## src/dpso_cfg.svh

```systemverilog
/*
 * Constants of the DP slave output sync and response monitor block.
 * Assumes a frame decoder on sys_clk_i that delivers one-cycle frame strobes.
 */
`ifndef DPSO_CFG_SVH
`define DPSO_CFG_SVH
`define DPSO_OUT_W        8
`define DPSO_ADDR_W       7
`define DPSO_ADDR_MIN     7'h01
`define DPSO_ADDR_MAX     7'h7D
`define DPSO_ADDR_SERVICE 7'h00
`define DPSO_CLK_NS       100
`define DPSO_WD_W         24
`define DPSO_WD_UNIT_NS   10000000
`endif

```

## src/dpso_pkg.sv

```systemverilog
/*
 * Types of the DP slave output block.
 * Assumes dpso_cfg.svh is included first.
 */
`include "dpso_cfg.svh"
package dpso_pkg;
	typedef logic [`DPSO_OUT_W-1:0]  dpso_data_t;
	typedef logic [`DPSO_ADDR_W-1:0] dpso_addr_t;
	typedef enum logic [1:0] {
		DPSO_CYCLIC = 2'b00,
		DPSO_SYNCED = 2'b01,
		DPSO_SAFE   = 2'b10
	} dpso_mode_e;
endpackage : dpso_pkg

```

## src/dpso_wd_if.sv

```systemverilog
/*
 * Interface between the output core and its response watchdog.
 * Assumes one clock domain.
 */
`timescale 1ns/1ns
interface dpso_wd_if;
	logic kick;
	logic expired;
	modport core (output kick, input expired);
	modport wd   (input kick, output expired);
endinterface : dpso_wd_if

```

## src/dpso_output_core.sv

```systemverilog
/*
 * DP slave output stage: address filter, SYNC/UNSYNC handling, output buffer,
 * response monitoring to a safe zero state.
 * Assumes frame strobes are one-cycle pulses from logic on sys_clk_i, and the
 * station address pins are static straps from outside, hence synchronised.
 */
`timescale 1ns/1ns
`include "dpso_cfg.svh"
module dpso_output_core (
	input  wire logic                 sys_clk_i,
	input  wire logic                 rstn_i,
	input  wire dpso_pkg::dpso_addr_t station_addr_i,
	input  wire logic [`DPSO_WD_W-1:0] wd_cycles_i,
	input  wire logic                 frm_valid_i,
	input  wire dpso_pkg::dpso_addr_t frm_addr_i,
	input  wire logic                 frm_group_i,
	input  wire dpso_pkg::dpso_data_t frm_data_i,
	input  wire logic                 frm_has_data_i,
	input  wire logic                 cmd_sync_i,
	input  wire logic                 cmd_unsync_i,
	output logic                      accept_o,
	output dpso_pkg::dpso_data_t      out_o,
	output logic                      synced_o,
	output logic                      safe_o,
	output logic                      buf_full_o,
	output logic                      addr_ok_o
);
	import dpso_pkg::*;

	function automatic logic addr_legal(input dpso_addr_t a);
		return (a >= `DPSO_ADDR_MIN) && (a <= `DPSO_ADDR_MAX);
	endfunction : addr_legal

	dpso_addr_t addr_m_q, addr_s_q;
	dpso_mode_e mode_q, mode_d;
	dpso_data_t out_q, out_d, buf_q, buf_d;
	logic       bufv_q, bufv_d;
	logic       own, hit;
	logic       sync_ev, unsync_ev;

	dpso_wd_if wdc ();

	dpso_watchdog u_wd (
		.sys_clk_i (sys_clk_i),
		.rstn_i    (rstn_i),
		.limit_i   (wd_cycles_i),
		.wd        (wdc.wd)
	);

	// Address straps come from pins
	always_ff @(posedge sys_clk_i) begin
		if (!rstn_i) begin
			addr_m_q <= `DPSO_ADDR_SERVICE;
			addr_s_q <= `DPSO_ADDR_SERVICE;
		end else begin
			addr_m_q <= station_addr_i;
			addr_s_q <= addr_m_q;
		end
	end

	// Own unicast frame, legal address only; group commands also accepted
	assign own       = frm_valid_i && addr_legal(addr_s_q) && !frm_group_i && frm_addr_i == addr_s_q;
	assign hit       = frm_valid_i && addr_legal(addr_s_q) && (frm_group_i || frm_addr_i == addr_s_q);
	assign sync_ev   = hit && frm_group_i && cmd_sync_i;
	assign unsync_ev = hit && frm_group_i && cmd_unsync_i && !cmd_sync_i;
	assign wdc.kick  = own;

	always_comb begin
		mode_d = mode_q;
		out_d  = out_q;
		buf_d  = buf_q;
		bufv_d = bufv_q;
		// An own frame in the expiry cycle still counts as addressed
		if (wdc.expired && !own) begin
			mode_d = DPSO_SAFE;
			out_d  = '0;
			bufv_d = 1'b0;
		end else begin
			case (mode_q)
				DPSO_SAFE: begin
					if (own && frm_has_data_i) begin
						out_d  = frm_data_i;
						mode_d = DPSO_CYCLIC;
					end
				end
				DPSO_CYCLIC: begin
					if (sync_ev)
						mode_d = DPSO_SYNCED;
					else if (own && frm_has_data_i)
						out_d = frm_data_i;
				end
				DPSO_SYNCED: begin
					if (own && frm_has_data_i) begin
						buf_d  = frm_data_i;
						bufv_d = 1'b1;
					end
					if (sync_ev && bufv_q) begin
						out_d  = buf_q;
						bufv_d = own && frm_has_data_i;
					end
					if (unsync_ev) begin
						mode_d = DPSO_CYCLIC;
						if (bufv_q)
							out_d = buf_q;
						bufv_d = 1'b0;
					end
				end
				default: mode_d = DPSO_SAFE;
			endcase
		end
	end

	always_ff @(posedge sys_clk_i) begin
		if (!rstn_i) begin
			mode_q <= DPSO_SAFE;
			out_q  <= '0;
			buf_q  <= '0;
			bufv_q <= 1'b0;
		end else begin
			mode_q <= mode_d;
			out_q  <= out_d;
			buf_q  <= buf_d;
			bufv_q <= bufv_d;
		end
	end

	assign out_o      = out_q;
	assign synced_o   = (mode_q == DPSO_SYNCED);
	assign safe_o     = (mode_q == DPSO_SAFE);
	assign buf_full_o = bufv_q;
	assign accept_o   = hit;
	assign addr_ok_o  = addr_legal(addr_s_q);
endmodule : dpso_output_core

```

## src/dpso_watchdog.sv

```systemverilog
/*
 * Response monitoring timer; counts cycles since the last own-address frame.
 * Assumes limit_i is stable and nonzero.
 */
`timescale 1ns/1ns
`include "dpso_cfg.svh"
module dpso_watchdog (
	input  wire logic                   sys_clk_i,
	input  wire logic                   rstn_i,
	input  wire logic [`DPSO_WD_W-1:0]  limit_i,
	dpso_wd_if.wd                       wd
);
	logic [`DPSO_WD_W-1:0] cnt_q, cnt_d;
	logic                  exp_q, exp_d;

	always_comb begin
		cnt_d = cnt_q;
		exp_d = exp_q;
		if (wd.kick) begin
			cnt_d = '0;
			exp_d = 1'b0;
		end else if (!exp_q) begin
			if (cnt_q >= limit_i - `DPSO_WD_W'(1))
				exp_d = 1'b1;
			else
				cnt_d = cnt_q + `DPSO_WD_W'(1);
		end
	end

	always_ff @(posedge sys_clk_i) begin
		if (!rstn_i) begin
			cnt_q <= '0;
			exp_q <= 1'b0;
		end else begin
			cnt_q <= cnt_d;
			exp_q <= exp_d;
		end
	end

	assign wd.expired = exp_q;
endmodule : dpso_watchdog

```

## config.mk

```make
export PLATFORM = sky130hd
export DESIGN_NAME = dpso_output_core
export DESIGN_NICKNAME = d
export VERILOG_FILES = /design/src/dpso_pkg.sv /design/src/dpso_wd_if.sv /design/src/dpso_output_core.sv /design/src/dpso_watchdog.sv
export VERILOG_INCLUDE_DIRS = /design/src
export SDC_FILE = /design/constraint.sdc
export NUM_CORES = 1
export LEC_CHECK = 0
export ABC_AREA = 1
export BUFFER_PORTS_ARGS = -buffer_cell sky130_fd_sc_hd__buf_2
export CORE_ASPECT_RATIO = 1.2
export CORE_MARGIN = 2
export CORE_UTILIZATION = 58
export DETAILED_ROUTE_END_ITERATION = 6
export MAX_ROUTING_LAYER = met4
export PLACE_DENSITY = 0.78
export SYNTH_ARGS = -nofsm -noshare
export SYNTH_HDL_FRONTEND = slang
export SYNTH_SLANG_ARGS = --single-unit
```

## constraint.sdc

```tcl
create_clock -name sys_clk_i -period 3.1 [get_ports sys_clk_i]
set_input_delay 0.31 -clock sys_clk_i [delete_from_list [all_inputs] [get_ports sys_clk_i]]
set_output_delay 0.31 -clock sys_clk_i [all_outputs]
set_load 0.02 [all_outputs]
```

==> results.cfg <==
[clock_network]
cts_buffers = 9
ctsHtreeMaxLevel = 3
cts_root_buf = clkbuf_8
cts_hold_buf = 0
clk_latency_ns = 0.33
clockBufferDepth = 2
cts_tree = done
cts_sinks = 58
clkSlewWorstSetupHoldPaths_ns = 0.06

[timing]
period_minus_slack_ns = 2.891
final_max_slew_viol_count = 0
max_slew_margin_pct = 53.17
fin_hold_ws_ns = 0.1594
period_share_pct = 93.25
setup_tns_ns = 0
hold_viol = 0
setup_violations = 0
fin_skew_ns = 0.007991
worstMarginPinSlew_ns = 0.7016
max_freq_ghz = 0.3459

[finish]
n_fill_cell = 605
syn2layout_area_growth_pct = 20.19
fin_util_pct = 70.87
fin_nets = 790
drive_gt1_share_pct = 19.55
insertedDiodeCount = 0

[logic_synthesis]
yosysTopAreaCellShare_pct = 27.55
synthCells = 636
synth_top_area_cell = dfxtp_1
synth_cell_types = 38
netlist_area_mm2 = 0.004214
synth_common_cells = nand2_1 (185), nor2_1 (91), inv_1 (69)
synthMostInstantiatedCell = nand2_1
yosys_warnings = 0
synth_seq_cells = 58
synth_area_leaders = dfxtp_1 (28%), nand2_1 (16%), nor2_1 (8.1%)
ys_seq_area_share_pct = 27.55
synth_fp_nets = 715
synth_edf_count = 0
ys.flop_type = dfxtp_1
synth_area_per_cell_um2 = 6.626
async_reset_ff_share_pct = 0

[die]
initial_core_util_pct = 58.96
fp.coreArea_mm2 = 0.007147
num_rows = 34
die-area_mm2 = 0.007966
die_y_um = 97.38
dieWidth_um = 81.81
io_pins = 66

[placement]
gp_congestion = 0.8966
place_hpwl_mm = 7.037
port_buffers = 65

[global_routing]
grt_pass1_vias = 3894
grt_overflow = 0
grt_max_degree = 26
grt_use_total_pct = 24.77
grt_pass1_wl_mm = 15.62
grt_antenna_before_repair = 0

[critical_path]
rrSetupSlack_ns = 0.99
cp_data_arrival_time_ns = 3.09
ff2ff_path_depth = 12
crit_path_max_incr_delay_ns = 0.32
critical-path-slowest-cell = nor2_1
path_cells = buf_2 -> nor2_1 -> nand2_1 -> nor2_4 -> inv_2 -> nor2_1 -> nand2_1 -> xor2_1 -> inv_1 -> ha_1 -> nand2_1 -> inv_2 -> nand3_1 -> nor2_4 -> nand2_1 -> a21oi_4 -> nor2_4 -> buf_12 -> clkbuf_16 -> nand4_1 -> a21oi_1
cp_max_fo = 6
worst_setup_path_end_kind = flop
start_kind = input pin
required_ns = 3.30
crit_path_frequent_cell = nand2_1
critical_path_class = input pin to flop

[routing]
first_iter_violations = 198
drc = 0
antenna_left = 0
wl_mm = 9.641
vias_per_cell = 5.200
num_vias = 4191
first_pass_iters = 4
wl_per_cell_um = 11.96

[power]
p_leak_nw = 2.409
power.density_mw_per_mm2 = 351.7
irDropWorstVdd_mv = 0.3076
finalPower_mw = 1.781

[outcome]
run_status = finished, final reports clean

[hold_path]
min_path_type = input pin to flop
hold_path_depth = 3

[job]
drv_cap = 0
==> area by class of cell <==
cell class / count / area [µm²] / share of cell area [%]
inverters: 78 / 294.0 / 5.805
flip-flops and latches: 58 / 1161 / 22.92
multi-input cells: 489 / 2818 / 55.63
well taps: 90 / 112.6 / 2.223
repair buffers: 75 / 446.7 / 8.819
clock inverters: 6 / 105.1 / 2.075
clock buffers: 10 / 127.6 / 2.520
==> cells in the final DEF (no fill, tap or decap), drive strengths merged <==
cell	n
a21o	2
a21oi	35
and2	2
buf	74
bufinv	3
clkbuf	11
clkinv	4
dfxtp	58
ha	26
inv	77
nand2	192
nand3	25
nand3b	6
nand4	37
nor2	101
nor3	5
nor4	2
o21ai	14
o31ai	1
o41ai	1
or2	1
xnor2	20
xor2	19
==> report_power, final <==
part,switching [mW],internal [mW]
combinational,0.112,0.0798
sequential,0.00929,0.758
clock,0.293,0.530
==> critical path: cells and delay by family <==
kind,cells,cell delay [ns]
AND/OR/NAND/NOR,11,1.48
adder cells (fa/ha/maj),1,0.29
buffers and inverters,6,0.58
XOR/XNOR,1,0.16
AO/OA/AOI/OAI,2,0.25
==> worst paths after layout <==
kind / from / to
max: wd_cycles_i[8] / u_wd.cnt_q[23]$_SDFFE_PP0P_
min: station_addr_i[2] / addr_m_q[2]$_SDFF_PN0_
max reg2reg: u_wd.cnt_q[19]$_SDFFE_PP0P_ / u_wd.cnt_q[23]$_SDFFE_PP0P_
min reg2reg: addr_m_q[5]$_SDFF_PN0_ / addr_s_q[5]$_SDFF_PN0_
==> metal layers <==
layer  vias to the layer above  share of wire, %  wire length [µm]  GRT usage, %
met5                         -                 0                 0             -
met4                         0               3.5               337         11.03
met2                       132                51              4955         45.47
met3                        30               5.0               483         4.275
met1                      1838                40              3864         24.59
li1                       2191                 -                 -             -
==> per-stage QoR <==
step	setup slack, ns	cells	cell area, µm²
floorplan	0.3655	636	4214
global route	-0.009539	806	5065
global placement	-0.06323	784	4639
finish	0.2092	806	5065
CTS	0.1463	800	4872
detailed placement	-0.1987	784	4639
==> timing repair <==
item,in CTS,in global routing
resized for setup,0,19
setup buffers,0,1
endpoints found under the setup margin,0,25
==> cell families (layout without fill, tap and decap cells) <==
logic type	after synthesis	in the layout	synth area share (%)
simple gates	368	371	40.88
buf+inv	92	169	8.818
flops	58	58	27.55
compound gates	53	53	6.918
xor+xnor	39	39	8.106
fa+ha+maj	26	26	7.720
Power figures use the tool's default switching activity.
